==> src/design/adc_seq_pkg.sv <==
// Constants, codes and state type for the conversion sequencer.
// Assumes one 250 MHz clock and a conversion clock made by a divider.
package adc_seq_pkg;
	localparam int CLK_PERIOD_NS = 4;
	localparam int CONV_CLK_PERIOD_NS = 500;
	localparam int CONV_DIV = CONV_CLK_PERIOD_NS / CLK_PERIOD_NS;
	localparam logic [7:0] CONV_DIV_LAST = 8'(CONV_DIV - 1);
	localparam int CONV_TICKS = 2;
	localparam logic [1:0] CONV_LAST = 2'(CONV_TICKS - 1);
	localparam logic [1:0] SAMPLE_AT = 2'h1;
	localparam int GAP_TICKS = 8;
	localparam logic [2:0] GAP_LAST = 3'(GAP_TICKS - 1);
	localparam int RES_W = 10;
	localparam int CH_W = 4;
	localparam int SLOT_N = 16;
	localparam logic [1:0] BATCH_1 = 2'h0;
	localparam logic [1:0] BATCH_4 = 2'h1;
	localparam logic [1:0] BATCH_8 = 2'h2;
	localparam logic [2:0] BATCH_4_LAST = 3'h3;
	localparam logic [2:0] BATCH_8_LAST = 3'h7;
	localparam logic FLAG_RST = 1'b0;
	localparam logic [CH_W-1:0] CHAN_RST = 4'h0;
	localparam logic [2:0] BATCH_RST = 3'h0;
	localparam logic [RES_W-1:0] RES_RST = 10'h000;
	typedef enum logic [3:0] {
		ST_IDLE = 4'b0001,
		ST_CONV = 4'b0010,
		ST_URG = 4'b0100,
		ST_GAP = 4'b1000
	} seq_state_e;
endpackage

==> src/design/conv_if.sv <==
// Handshake between the sequencer and the conversion timer.
// Assumes both ends share one clock.
`timescale 1ns/1ps
interface conv_if;
	logic start;
	logic abort;
	logic tick;
	logic sampled;
	logic done;
	modport seq(output start, abort, input tick, sampled, done);
	modport engine(input start, abort, output tick, sampled, done);
endinterface

==> src/design/adc_conversion_sequencer.sv <==
// Sequencer for normal and urgent conversions of the converter.
// Assumes settings and strobes come from logic on the same clock,
// the trigger pin is asynchronous, and analog_data is valid at done.
`timescale 1ns/1ps
module adc_conversion_sequencer import adc_seq_pkg::*; (
	input wire logic clock, // 250 MHz clock
	input wire logic rst, // Synchronous reset
	input wire logic conv_repeat, // Repeat bit
	input wire logic conv_scan, // Scan bit
	input wire logic [1:0] irq_batch_sel, // Batch code
	input wire logic gap_enable, // Repeat interval enable
	input wire logic [CH_W-1:0] chan_sel_reg, // Channel or scan end
	input wire logic idle_keep_run, // Run on in standby
	input wire logic standby, // Chip in standby
	input wire logic norm_sw_go, // Normal software start
	input wire logic norm_hw_en, // Normal hardware start on
	input wire logic norm_hw_src_sel, // 0 pin, 1 timer 0
	input wire logic urgent_sw_go, // Urgent software start
	input wire logic urgent_hw_en, // Urgent hardware start on
	input wire logic urgent_hw_src_sel, // 0 pin, 1 timer 1
	input wire logic [CH_W-1:0] urgent_chan_sel, // Urgent channel
	input wire logic ext_trig_pin, // Trigger pin
	input wire logic timer0_trig, // Timer 0 pulse
	input wire logic timer1_trig, // Timer 1 pulse
	input wire logic norm_end_rd, // Normal end flag read
	input wire logic urgent_end_rd, // Urgent end flag read
	input wire logic [RES_W-1:0] analog_data, // Converter result
	input wire logic [CH_W-1:0] slot_rd_idx, // Result slot to read
	output logic norm_busy_flag, // Normal busy
	output logic norm_end_flag, // Normal end
	output logic urgent_busy_flag, // Urgent busy
	output logic urgent_end_flag, // Urgent end
	output logic conv_done_irq, // Normal done pulse
	output logic urgent_done_irq, // Urgent done pulse
	output logic [CH_W-1:0] sample_chan, // Channel to sample
	output logic [RES_W-1:0] result_slot_data, // Selected slot
	output logic [RES_W-1:0] urgent_result_reg // Urgent result
);
	conv_if cv();

	seq_state_e state_reg;
	seq_state_e state_next;
	seq_state_e ret_reg;
	seq_state_e ret_next;
	logic [CH_W-1:0] chan_reg;
	logic [CH_W-1:0] chan_next;
	logic [CH_W-1:0] chan_adv;
	logic [2:0] batch_reg;
	logic [2:0] batch_next;
	logic [2:0] batch_len;
	logic rep_reg;
	logic rep_next;
	logic scan_reg;
	logic scan_next;
	logic urg_pend_reg;
	logic urg_pend_next;
	logic restart_reg;
	logic restart_next;
	logic busy_reg;
	logic busy_next;
	logic urg_busy_reg;
	logic urg_busy_next;
	logic end_reg;
	logic urg_end_reg;
	logic irq_reg;
	logic urg_irq_reg;
	logic [CH_W-1:0] samp_chan_reg;
	logic [CH_W-1:0] samp_chan_next;
	logic [RES_W-1:0] urg_res_reg;
	logic trig_s1_reg;
	logic trig_s2_reg;
	logic trig_s3_reg;
	logic halt_q_reg;
	logic [2:0] gap_cnt_reg;
	logic gap_run_reg;
	logic trig_fall;
	logic norm_go;
	logic urg_go;
	logic halt;
	logic halt_exit;
	logic grp_end;
	logic norm_run;
	logic norm_init;
	logic norm_launch;
	logic urg_launch;
	seq_state_e urg_ret;
	seq_state_e nxt;
	logic start_pulse;
	logic abort_pulse;
	logic wr_norm;
	logic wr_urg;
	logic end_set;
	logic urg_end_set;
	logic gap_start;
	logic gap_stop;
	logic [CH_W-1:0] store_addr;

	assign cv.start = start_pulse;
	assign cv.abort = abort_pulse;

	assign norm_busy_flag = busy_reg;
	assign norm_end_flag = end_reg;
	assign urgent_busy_flag = urg_busy_reg;
	assign urgent_end_flag = urg_end_reg;
	assign conv_done_irq = irq_reg;
	assign urgent_done_irq = urg_irq_reg;
	assign sample_chan = samp_chan_reg;
	assign urgent_result_reg = urg_res_reg;

	conv_engine u_engine (
		.clock(clock),
		.rst(rst),
		.cv(cv.engine)
	);

	result_mem u_mem (
		.clock(clock),
		.rst(rst),
		.we(wr_norm),
		.waddr(store_addr),
		.wdata(analog_data),
		.raddr(slot_rd_idx),
		.rdata(result_slot_data)
	);

	// Pin synchroniser; the edge detector looks only at later stages
	always_ff @(posedge clock) begin
		if (rst) begin
			trig_s1_reg <= 1'b1;
			trig_s2_reg <= 1'b1;
			trig_s3_reg <= 1'b1;
		end else begin
			trig_s1_reg <= ext_trig_pin;
			trig_s2_reg <= trig_s1_reg;
			trig_s3_reg <= trig_s2_reg;
		end
	end

	assign trig_fall = trig_s3_reg && !trig_s2_reg;
	assign norm_go = norm_sw_go || (norm_hw_en && (norm_hw_src_sel ? timer0_trig : trig_fall));
	assign urg_go = urgent_sw_go || (urgent_hw_en && (urgent_hw_src_sel ? timer1_trig : trig_fall));

	assign halt = standby && !idle_keep_run;
	assign halt_exit = halt_q_reg && !halt;

	always_ff @(posedge clock) begin
		if (rst) begin
			halt_q_reg <= FLAG_RST;
		end else begin
			halt_q_reg <= halt;
		end
	end

	// Batch code 11 is undefined and behaves as one conversion per batch
	always_comb begin
		unique case (irq_batch_sel)
			BATCH_4: batch_len = BATCH_4_LAST;
			BATCH_8: batch_len = BATCH_8_LAST;
			default: batch_len = BATCH_RST;
		endcase
	end

	// A group is one conversion, one batch or one full scan
	assign grp_end = scan_reg ? (chan_reg == chan_sel_reg) : (!rep_reg || batch_reg == batch_len);
	assign chan_adv = scan_reg ? (grp_end ? CHAN_RST : chan_reg + 4'h1) : chan_sel_reg;
	assign store_addr = scan_reg ? chan_reg : {1'b0, batch_reg};
	assign norm_run = state_reg == ST_CONV || state_reg == ST_GAP || (state_reg == ST_URG && ret_reg != ST_IDLE);

	always_comb begin
		state_next = state_reg;
		ret_next = ret_reg;
		chan_next = chan_reg;
		batch_next = batch_reg;
		rep_next = rep_reg;
		scan_next = scan_reg;
		urg_pend_next = urg_pend_reg;
		restart_next = restart_reg;
		busy_next = busy_reg;
		urg_busy_next = urg_busy_reg;
		samp_chan_next = samp_chan_reg;
		start_pulse = 1'b0;
		abort_pulse = 1'b0;
		wr_norm = 1'b0;
		wr_urg = 1'b0;
		end_set = 1'b0;
		urg_end_set = 1'b0;
		gap_start = 1'b0;
		gap_stop = 1'b0;
		norm_init = 1'b0;
		norm_launch = 1'b0;
		urg_launch = 1'b0;
		urg_ret = ST_IDLE;
		nxt = ST_CONV;
		if (halt) begin
			abort_pulse = 1'b1;
			gap_stop = 1'b1;
			state_next = ST_IDLE;
			busy_next = 1'b0;
			urg_busy_next = 1'b0;
			urg_pend_next = 1'b0;
			restart_next = restart_reg || (norm_run && rep_reg);
		end else if (halt_exit && restart_reg) begin
			restart_next = 1'b0;
			norm_init = 1'b1;
			norm_launch = 1'b1;
		end else begin
			unique case (state_reg)
				ST_IDLE: begin
					if (norm_go) begin
						norm_init = 1'b1;
						norm_launch = 1'b1;
					end
					if (urg_go) begin
						urg_launch = 1'b1;
						urg_ret = norm_go ? ST_CONV : ST_IDLE;
					end
				end
				ST_CONV: begin
					if (urg_go) begin
						urg_pend_next = 1'b1;
					end
					if (norm_go) begin
						wr_norm = cv.sampled;
						norm_init = 1'b1;
						norm_launch = 1'b1;
					end else if (cv.done) begin
						wr_norm = 1'b1;
						end_set = grp_end;
						chan_next = chan_adv;
						batch_next = grp_end ? BATCH_RST : batch_reg + 3'h1;
						if (!rep_reg) begin
							if (grp_end) begin
								nxt = ST_IDLE;
								busy_next = 1'b0;
							end
						end else if (!conv_repeat) begin
							nxt = ST_IDLE;
							busy_next = 1'b0;
						end else if (grp_end && gap_enable) begin
							nxt = ST_GAP;
							busy_next = 1'b0;
							gap_start = 1'b1;
						end
						if (urg_pend_reg || urg_go) begin
							urg_launch = 1'b1;
							urg_ret = nxt;
						end else begin
							state_next = nxt;
							if (nxt == ST_CONV) begin
								start_pulse = 1'b1;
								samp_chan_next = chan_adv;
							end
						end
					end
				end
				ST_URG: begin
					// Further urgent requests fall through untouched here
					if (norm_go) begin
						norm_init = 1'b1;
						gap_stop = 1'b1;
						ret_next = ST_CONV;
					end
					if (cv.done) begin
						wr_urg = 1'b1;
						urg_end_set = 1'b1;
						urg_busy_next = 1'b0;
						state_next = norm_go ? ST_CONV : ret_reg;
						if (norm_go || ret_reg == ST_CONV) begin
							start_pulse = 1'b1;
							samp_chan_next = norm_go ? (conv_scan ? CHAN_RST : chan_sel_reg) : chan_reg;
						end
					end
				end
				ST_GAP: begin
					if (norm_go) begin
						norm_init = 1'b1;
						norm_launch = 1'b1;
						gap_stop = 1'b1;
					end else if (urg_go) begin
						urg_launch = 1'b1;
						urg_ret = ST_GAP;
					end else if (!gap_run_reg) begin
						state_next = ST_CONV;
						busy_next = 1'b1;
						start_pulse = 1'b1;
						samp_chan_next = chan_reg;
					end
				end
				default: begin
					state_next = ST_IDLE;
				end
			endcase
		end
		if (norm_init) begin
			rep_next = conv_repeat;
			scan_next = conv_scan;
			chan_next = conv_scan ? CHAN_RST : chan_sel_reg;
			batch_next = BATCH_RST;
			busy_next = 1'b1;
		end
		if (norm_launch) begin
			state_next = ST_CONV;
			abort_pulse = 1'b1;
			start_pulse = 1'b1;
			samp_chan_next = conv_scan ? CHAN_RST : chan_sel_reg;
		end
		if (urg_launch) begin
			state_next = ST_URG;
			ret_next = urg_ret;
			urg_pend_next = 1'b0;
			urg_busy_next = 1'b1;
			start_pulse = 1'b1;
			abort_pulse = 1'b0;
			samp_chan_next = urgent_chan_sel;
		end
	end

	always_ff @(posedge clock) begin
		if (rst) begin
			state_reg <= ST_IDLE;
			ret_reg <= ST_IDLE;
			urg_pend_reg <= FLAG_RST;
			restart_reg <= FLAG_RST;
		end else begin
			state_reg <= state_next;
			ret_reg <= ret_next;
			urg_pend_reg <= urg_pend_next;
			restart_reg <= restart_next;
		end
	end

	always_ff @(posedge clock) begin
		if (rst) begin
			chan_reg <= CHAN_RST;
			batch_reg <= BATCH_RST;
			rep_reg <= FLAG_RST;
			scan_reg <= FLAG_RST;
			samp_chan_reg <= CHAN_RST;
		end else begin
			chan_reg <= chan_next;
			batch_reg <= batch_next;
			rep_reg <= rep_next;
			scan_reg <= scan_next;
			samp_chan_reg <= samp_chan_next;
		end
	end

	always_ff @(posedge clock) begin
		if (rst) begin
			busy_reg <= FLAG_RST;
			urg_busy_reg <= FLAG_RST;
		end else begin
			busy_reg <= busy_next;
			urg_busy_reg <= urg_busy_next;
		end
	end

	// A set in the same cycle as a read keeps the flag up
	always_ff @(posedge clock) begin
		if (rst) begin
			end_reg <= FLAG_RST;
		end else if (end_set) begin
			end_reg <= 1'b1;
		end else if (norm_end_rd) begin
			end_reg <= 1'b0;
		end
	end

	always_ff @(posedge clock) begin
		if (rst) begin
			urg_end_reg <= FLAG_RST;
		end else if (urg_end_set) begin
			urg_end_reg <= 1'b1;
		end else if (urgent_end_rd) begin
			urg_end_reg <= 1'b0;
		end
	end

	always_ff @(posedge clock) begin
		if (rst) begin
			irq_reg <= FLAG_RST;
			urg_irq_reg <= FLAG_RST;
		end else begin
			irq_reg <= end_set;
			urg_irq_reg <= urg_end_set;
		end
	end

	always_ff @(posedge clock) begin
		if (rst) begin
			urg_res_reg <= RES_RST;
		end else if (wr_urg) begin
			urg_res_reg <= analog_data;
		end
	end

	// The gap keeps counting while an urgent conversion runs
	always_ff @(posedge clock) begin
		if (rst || gap_stop) begin
			gap_run_reg <= FLAG_RST;
			gap_cnt_reg <= BATCH_RST;
		end else if (gap_start) begin
			gap_run_reg <= 1'b1;
			gap_cnt_reg <= 3'h0;
		end else if (gap_run_reg && cv.tick) begin
			gap_cnt_reg <= gap_cnt_reg + 3'h1;
			if (gap_cnt_reg == GAP_LAST) begin
				gap_run_reg <= 1'b0;
			end
		end
	end
endmodule // adc_conversion_sequencer

==> src/design/conv_engine.sv <==
// Conversion clock divider and two-tick conversion timer.
// Assumes start and abort are one-cycle pulses on the same clock.
`timescale 1ns/1ps
module conv_engine import adc_seq_pkg::*; (
	input wire logic clock, // System clock
	input wire logic rst, // Synchronous reset
	conv_if.engine cv // Sequencer side
);
	logic [7:0] div_reg;
	logic tick_reg;
	logic [1:0] phase_reg;
	logic run_reg;
	logic sampled_reg;
	logic done_reg;

	assign cv.tick = tick_reg;
	assign cv.sampled = sampled_reg;
	assign cv.done = done_reg;

	// Free-running divider so the gap count keeps time during urgent work
	always_ff @(posedge clock) begin
		if (rst || div_reg == CONV_DIV_LAST) begin
			div_reg <= 8'h00;
		end else begin
			div_reg <= div_reg + 8'h01;
		end
	end

	always_ff @(posedge clock) begin
		tick_reg <= !rst && div_reg == CONV_DIV_LAST;
	end

	always_ff @(posedge clock) begin
		done_reg <= 1'b0;
		// A start beside an abort is a restart, so the start must win
		if (rst || (cv.abort && !cv.start)) begin
			run_reg <= 1'b0;
			phase_reg <= 2'h0;
			sampled_reg <= 1'b0;
		end else if (cv.start) begin
			run_reg <= 1'b1;
			phase_reg <= 2'h0;
			sampled_reg <= 1'b0;
		end else if (run_reg && tick_reg) begin
			if (phase_reg == CONV_LAST) begin
				run_reg <= 1'b0;
				phase_reg <= 2'h0;
				sampled_reg <= 1'b0;
				done_reg <= 1'b1;
			end else begin
				phase_reg <= phase_reg + 2'h1;
				sampled_reg <= (phase_reg + 2'h1) == SAMPLE_AT;
			end
		end
	end
endmodule // conv_engine

==> src/design/result_mem.sv <==
// Result slots with a registered read port.
// Assumes write strobe and read index on the same clock.
`timescale 1ns/1ps
module result_mem import adc_seq_pkg::*; (
	input wire logic clock, // System clock
	input wire logic rst, // Synchronous reset
	input wire logic we, // Write strobe
	input wire logic [CH_W-1:0] waddr, // Write slot
	input wire logic [RES_W-1:0] wdata, // Write data
	input wire logic [CH_W-1:0] raddr, // Read slot
	output logic [RES_W-1:0] rdata // Read data, one cycle late
);
	logic [RES_W-1:0] mem [SLOT_N];

	always_ff @(posedge clock) begin
		if (we) begin
			mem[waddr] <= wdata;
		end
	end

	// Slots are never reset, so an unwritten slot reads as unknown
	always_ff @(posedge clock) begin
		if (rst) begin
			rdata <= RES_RST;
		end else begin
			rdata <= mem[raddr];
		end
	end
endmodule // result_mem

==> config.mk <==
export PLATFORM = sky130hd
export DESIGN_NAME = adc_conversion_sequencer
export DESIGN_NICKNAME = d
export VERILOG_FILES = /design/src/design/adc_seq_pkg.sv /design/src/design/conv_if.sv /design/src/design/adc_conversion_sequencer.sv /design/src/design/conv_engine.sv /design/src/design/result_mem.sv
export SDC_FILE = /design/constraint.sdc
export NUM_CORES = 1
export LEC_CHECK = 0
export ABC_AREA = 0
export BUFFER_PORTS_ARGS = -buffer_cell sky130_fd_sc_hd__buf_2
export CAP_MARGIN = 0
export CORE_MARGIN = 4
export CORE_UTILIZATION = 25
export CTS_CLUSTER_DIAMETER = 120
export CTS_CLUSTER_SIZE = 10
export DETAILED_ROUTE_END_ITERATION = 8
export PLACE_DENSITY = 0.51
export SYNTH_ARGS = -nofsm -noshare
export SYNTH_HDL_FRONTEND = slang
export SYNTH_SLANG_ARGS = --single-unit
==> constraint.sdc <==
create_clock -name clock -period 8.5 [get_ports clock]
set_input_delay 1.7 -clock clock [delete_from_list [all_inputs] [get_ports clock]]
set_output_delay 1.7 -clock clock [all_outputs]
set_load 0.005 [all_outputs]
==> Word-level counts from Yosys, hierarchy flattened <==
Memories as Yosys holds them, arrays and structs flattened. A register that Yosys moved wholly into a read port is not among the register bits.
Index checks and enable logic that the tools add are counted.
W data, S select, Z words.
{ "totals": {"ff_bits": 61, "latch_bits": 0, "ram_bits": 160, "romBits": 0, "input_bits": 42, "elab_cells": 329, "n_memories": 1} }
{ "op_classes": {"n_addsub": 5, "n_mul": 0, "div": 0, "n_lt_le_gt_ge": 0, "n_eq_ne": 65, "n_shift": 0, "mux": 157, "bitwise_logic": 5, "n_reduce_logical": 66} }
{ "mem_list": {"columns": ["memory", "words", "width", "read_ports", "rd_clocked_by_memory_dff", "wr", "line_no", "rtl"], "rows": [
  ["u_mem.mem", 16, 10, 1, 1, 1, "result_mem.sv:13", "logic [RES_W-1:0] mem [SLOT_N];"]
]} }
{ "op_table": {"columns": ["operator", "n"], "rows": [
  ["$mux W4", 51],
  ["$mux W1", 90],
  ["$ne A4 B4 Y1 const B", 16],
  ["$reduce_and A9 Y1", 4],
  ["$ne A5 B5 Y1 const B", 6],
  ["$ne A4 B3 Y1 const B", 7],
  ["$pmux W4 S3", 2],
  ["$reduce_bool A2 Y1", 10],
  ["$pmux W4 S4", 1],
  ["$mux W3", 5],
  ["$ne A3 B3 Y1 const B", 5],
  ["$ne A2 B2 Y1 const B", 7],
  ["$logic_and A1 B1 Y1", 13],
  ["$eq A4 B2 Y1 const B", 3],
  ["$reduce_and A12 Y1", 1],
  ["$logic_or A1 B1 Y1", 11],
  ["$ne A2 B1 Y1 const B", 5],
  ["$ne A5 B4 Y1 const B", 2],
  ["$reduce_and A5 Y1", 2],
  ["$reduce_or A2 Y1", 5],
  ["$reduce_and A3 Y1", 3],
  ["$reduce_or A3 Y1", 3],
  ["$add A8 B1 Y8 const B", 1],
  ["$eq A8 B7 Y1 const B", 1],
  ["25 further kinds", 44]
]} }

==> Longest topological paths before layout <==
{ "logic_depth": {"word_depth": 28, "mapped_depth": 9, "depth_no_buf": 8} }

==> Modules after synthesis <==
From an unflattened synthesis, not the netlist that was laid out.
{ "unflattened": {"hier_cells": 806, "hier_area_um2": 10272.4} }
{ "modules_own_cells": {"columns": ["module", "n_inst", "cells_per_inst", "area_each_um2", "seq_area_each_um2"], "rows": [
  ["result_mem", 1, 333, 6528.8, 5004.8],
  ["adc_conversion_sequencer", 1, 406, 3154.3, 940.9],
  ["conv_engine", 1, 67, 589.3, 280.3]
]} }

==> Worst setup path before layout <==
No wires, ideal clock.
{ "synth_path": {"kind": "input port to flip-flop", "startpoint": "input port norm_hw_src_sel", "endpoint": "memory u_mem.mem[12][0] (enable)", "setup_ns": 0.376, "arrival_time_ns": 3.552, "path_slack_ns": 4.572, "cell_stages": 8, "path_cell_list": "and4bb_4 -> or3_1 -> clkbuf_1 -> buf_2 -> nand3_1 -> a21oi_1 -> nand4_1 -> nor2_1"} }
{ "synth_via": {"elab_chain_len": 9} }
{ "synth_rtl": {"columns": ["element", "line_no", "rtl"], "rows": [
  ["from (decl)", "adc_conversion_sequencer.sv:17", "input wire logic norm_hw_src_sel,"],
  ["$mux W1", "adc_conversion_sequencer.sv:140", "assign norm_go = norm_sw_go || (norm_hw_en && (norm_hw_src_sel ? timer0_trig : trig_fall));"],
  ["$logic_and A1 B1 Y1", "adc_conversion_sequencer.sv:140", null],
  ["$logic_or A1 B1 Y1", "adc_conversion_sequencer.sv:140", null],
  ["$mux W1", "adc_conversion_sequencer.sv:222", "if (norm_go) begin"],
  ["$mux W1", "adc_conversion_sequencer.sv:207", "unique case (state_reg)"],
  ["$mux W1", "adc_conversion_sequencer.sv:202", "end else if (halt_exit && restart_reg) begin"],
  ["$mux W1", "adc_conversion_sequencer.sv:194", "if (halt) begin"],
  ["$mux W1", "result_mem.sv:16", "if (we) begin"],
  ["$mux W1 (not written as such)", "result_mem.sv:17", "mem[waddr] <= wdata;"],
  ["to (decl)", "result_mem.sv:13", null]
]} }
Every way passes these cells.

==> Worst setup path in the final report <==
{ "layout_path": {"startpoint": "input port norm_hw_src_sel", "endpoint": "memory u_mem.mem[0][2] (enable)"} }
Same word-level chain as after synthesis.

==> flow_metrics.tcl <==
set metrics [dict create \
    rr_startpoint "state_reg[1]$_SDFFE_PP0P_" \
    ctsResizeCount 0 \
    diodes 0 \
    synth-compound-area-share 0.0831 \
    synth_top_family_by_area "multiplexers" \
    syn-cell-area_um2 9880 \
    core_um2 38800 \
    io_pins 72 \
    port_buffers 71 \
    ant_nets 0 \
    gp_congestion 0.814 \
    numCtsBuffers 27 \
    fin_setup_tns_ns 0 \
    cts_root_buffer "clkbuf_16" \
    yosys.area_share.xor_xnor 0.0151 \
    power.leakage_nw 3.83 \
    maxCapViolCount 0 \
    rrSetupSlack_ns 5.00 \
    cts.reportedPaths.clkPinSlew_ns 0.07 \
    via_per_inst 4.81 \
    outcome "finished clean" \
    ir_worst_vdd_mv 0.141 \
    vias 6236 \
    drc 0 \
    dr.pass1.iters 5 \
    min_from "trig_s1_reg$_SDFF_PP1_" \
    crit_arrival_ns 4.45 \
    crit_end "u_mem.mem[0][2]$_DFFE_PP_" \
    grt_pass1_vias 6140 \
    startpoint "norm_hw_src_sel" \
    clock_latency_ns 0.56 \
    antenna_found_initial 0 \
    stdcell_count 1296 \
    combPwrFrac 0.140 \
    yosysSeqAreaShare 0.630 \
    grtUsageTotal 0.118 \
    intPower_mw 1.98 \
    synthFlopType "edfxtp_1" \
    hp-class "flop to flop" \
    critPathCaptureType "flop" \
    synth-simple-area-share 0.109 \
    critical_path.max_fanout 16 \
    async_reset_ff_frac 0 \
    mostFrequentLayoutCell "edfxtp_1" \
    clock_path_buffers 3 \
    cts_setup_buffers 0 \
    pwr_density_cell_nw_per_um2 236 \
    synth_edf_count 160 \
    stdcell_area_um2 11500 \
    skew_ns 0.0220 \
    slew_violations 0 \
    crit_path_start_kind "primary input" \
    synthMuxAreaShare 0.128 \
    die_h_um 207 \
    max_freq_mhz 234 \
    syn_inst 695 \
    syn_area_per_cell_um2 14.2 \
    dpl_cell_area_um2 10700 \
    cts_max_level 1 \
    rows 72 \
    r2r_cells 6 \
    drive_above_1_share 0.217 \
    hold_slack_ns 0.410 \
    synth_seq_cells 231 \
    synth_cell_types 73 \
    worst_ep_required_time_ns 8.67 \
    seq_power_share 0.475 \
    area_delta_synth_final_pct 16.5 \
    wire_per_inst_um 19.6 \
    timing.rr.end "u_mem.mem[0][2]$_DFFE_PP_" \
    min_period_over_period 0.503 \
    nets 808 \
    power_frac_clock 0.385 \
    hold_violations 0 \
    switchingPower_mw 0.733 \
    cts_tree "done" \
    rsz0062_at_grt "false" \
    filler_cell_count 3876 \
    worst_pin_slew_ns 1.05 \
    overflow 0 \
    initial_core_util 0.254 \
    dp_hpwl_um 17300 \
    syn_nets 744 \
    routed_wl_um 25500 \
    largest_reg_flops 160 \
    most-common-layout-cells "160 x edfxtp_1, 71 x dfxtp_1, 71 x buf_2" \
    yosysWarnings 0 \
    die_x_um 207 \
    cts_hold_repair.buffers 0 \
    switching_share 0.270 \
    synthAdderAreaFrac 0.00887 \
    cts.sinks 231 \
    timing.final.crit_period_ns 4.28 \
    grt_pass1_wl_um 38700 \
    grt_max_degree 41 \
    critPathKind "primary input to flop" \
    dpl.cell_count 1248 \
    fp.dieArea_um2 42800 \
    relSlewSlack 0.303 \
    setup_violations 0 \
    drtIter0Drc 488 \
]
==> worst max-delay path: stages <==
cell	delay [ns]
buf_2	0.10
and4bb_4	0.36
or3_1	0.48
nand3_1	0.15
a21oi_1	0.52
o21ai_0	0.35
nor2_1	0.78
==> cells in the mapped netlist (all sizes together), types with 3 or more instances <==
| master | number | area [µm²] |
|---|---|---|
| o221ai | 4 | 35.0 |
| o41ai | 4 | 42.6 |
| or2 | 6 | 37.5 |
| a2bb2oi | 5 | 43.8 |
| a31oi | 12 | 75.1 |
| nor2 | 63 | 239 |
| a221oi | 3 | 26.3 |
| dfxtp | 71 | 1420 |
| ha | 7 | 87.6 |
| nor3 | 17 | 90.1 |
| a211oi | 5 | 37.5 |
| inv | 18 | 67.6 |
| xor2 | 6 | 52.6 |
| or4 | 3 | 22.5 |
| nand2 | 31 | 116 |
| o2bb2ai | 4 | 35.0 |
| clkbuf | 21 | 78.8 |
| a21oi | 15 | 75.1 |
| or3 | 4 | 25.0 |
| nand2b | 5 | 31.3 |
| mux4 | 50 | 1130 |
| edfxtp | 160 | 4800 |
| nand4b | 3 | 26.3 |
| buf | 19 | 104 |
| nor4 | 8 | 50.1 |
| mux2i | 14 | 140 |
| nor4b | 5 | 58.8 |
| nand4 | 3 | 18.8 |
| nand3 | 27 | 135 |
| xnor2 | 11 | 96.3 |
| o31ai | 6 | 63.8 |
| and3 | 6 | 37.5 |
| and2 | 14 | 87.6 |
| o21ai | 24 | 120 |
| or4b | 3 | 30.0 |
| o21a | 5 | 37.5 |
==> layer usage <==
layer  vias to the layer above  routed length (µm)  global-route usage
li1                       2848                   -                   -
met2                       233               11400               0.182
met3                        38                1570              0.0261
met1                      3117               12000               0.173
met5                         -                   0                   0
met4                         0                 475              0.0227
==> through the flow <==
stage	util	power, mW	setup slack (ns)
finish	0.296	2.72	4.22
global route	0.296	2.83	4.01
CTS	0.296	2.74	4.20
detailed placement	0.276	1.69	3.61
global placement	0.276	1.69	3.68
floorplan	-	1.57	4.57
==> worst min path at each step <==
stage / endpoint / slack [ns] / cells after the start
floorplan: trig_s2_reg$_SDFF_PP1_ / 0.39 / 1
global placement: trig_s2_reg$_SDFF_PP1_ / 0.39 / 1
detailed placement: trig_s2_reg$_SDFF_PP1_ / 0.40 / 1
CTS: trig_s2_reg$_SDFF_PP1_ / 0.41 / 1
global route: trig_s2_reg$_SDFF_PP1_ / 0.43 / 1
finish: trig_s2_reg$_SDFF_PP1_ / 0.41 / 1
==> cell type report <==
class | instances | area [µm²] | share of cell area
well taps | 518 | 648 | 0.0563
repair buffers | 75 | 385 | 0.0335
flip-flops and latches | 231 | 6230 | 0.541
inverters | 18 | 67.6 | 0.00587
clock inverters | 2 | 28.8 | 0.00250
multi-input cells | 406 | 3400 | 0.296
clock buffers | 46 | 747 | 0.0649
==> logic make-up (layout without fill, tap and decap cells) <==
family                     Yosys count  in the layout
muxes                               64             64
and+or+nand+nor                    206            206
buffers and inverters               58            141
AOI/OAI and AO/OA                  112            112
DFF                                231            231
xor gates and xnor gates            17             17
adders and majority gates            7              7
==> power by group through the flow <==
stage,registers [mW],logic [mW],clock network [mW]
after floorplan,1.28,0.297,0
after global placement,1.31,0.380,0
after global routing,1.30,0.417,1.12
final,1.29,0.380,1.05
after detailed placement,1.31,0.378,0
after CTS,1.29,0.379,1.07
Note: power is estimated with default switching activity, not from simulation.
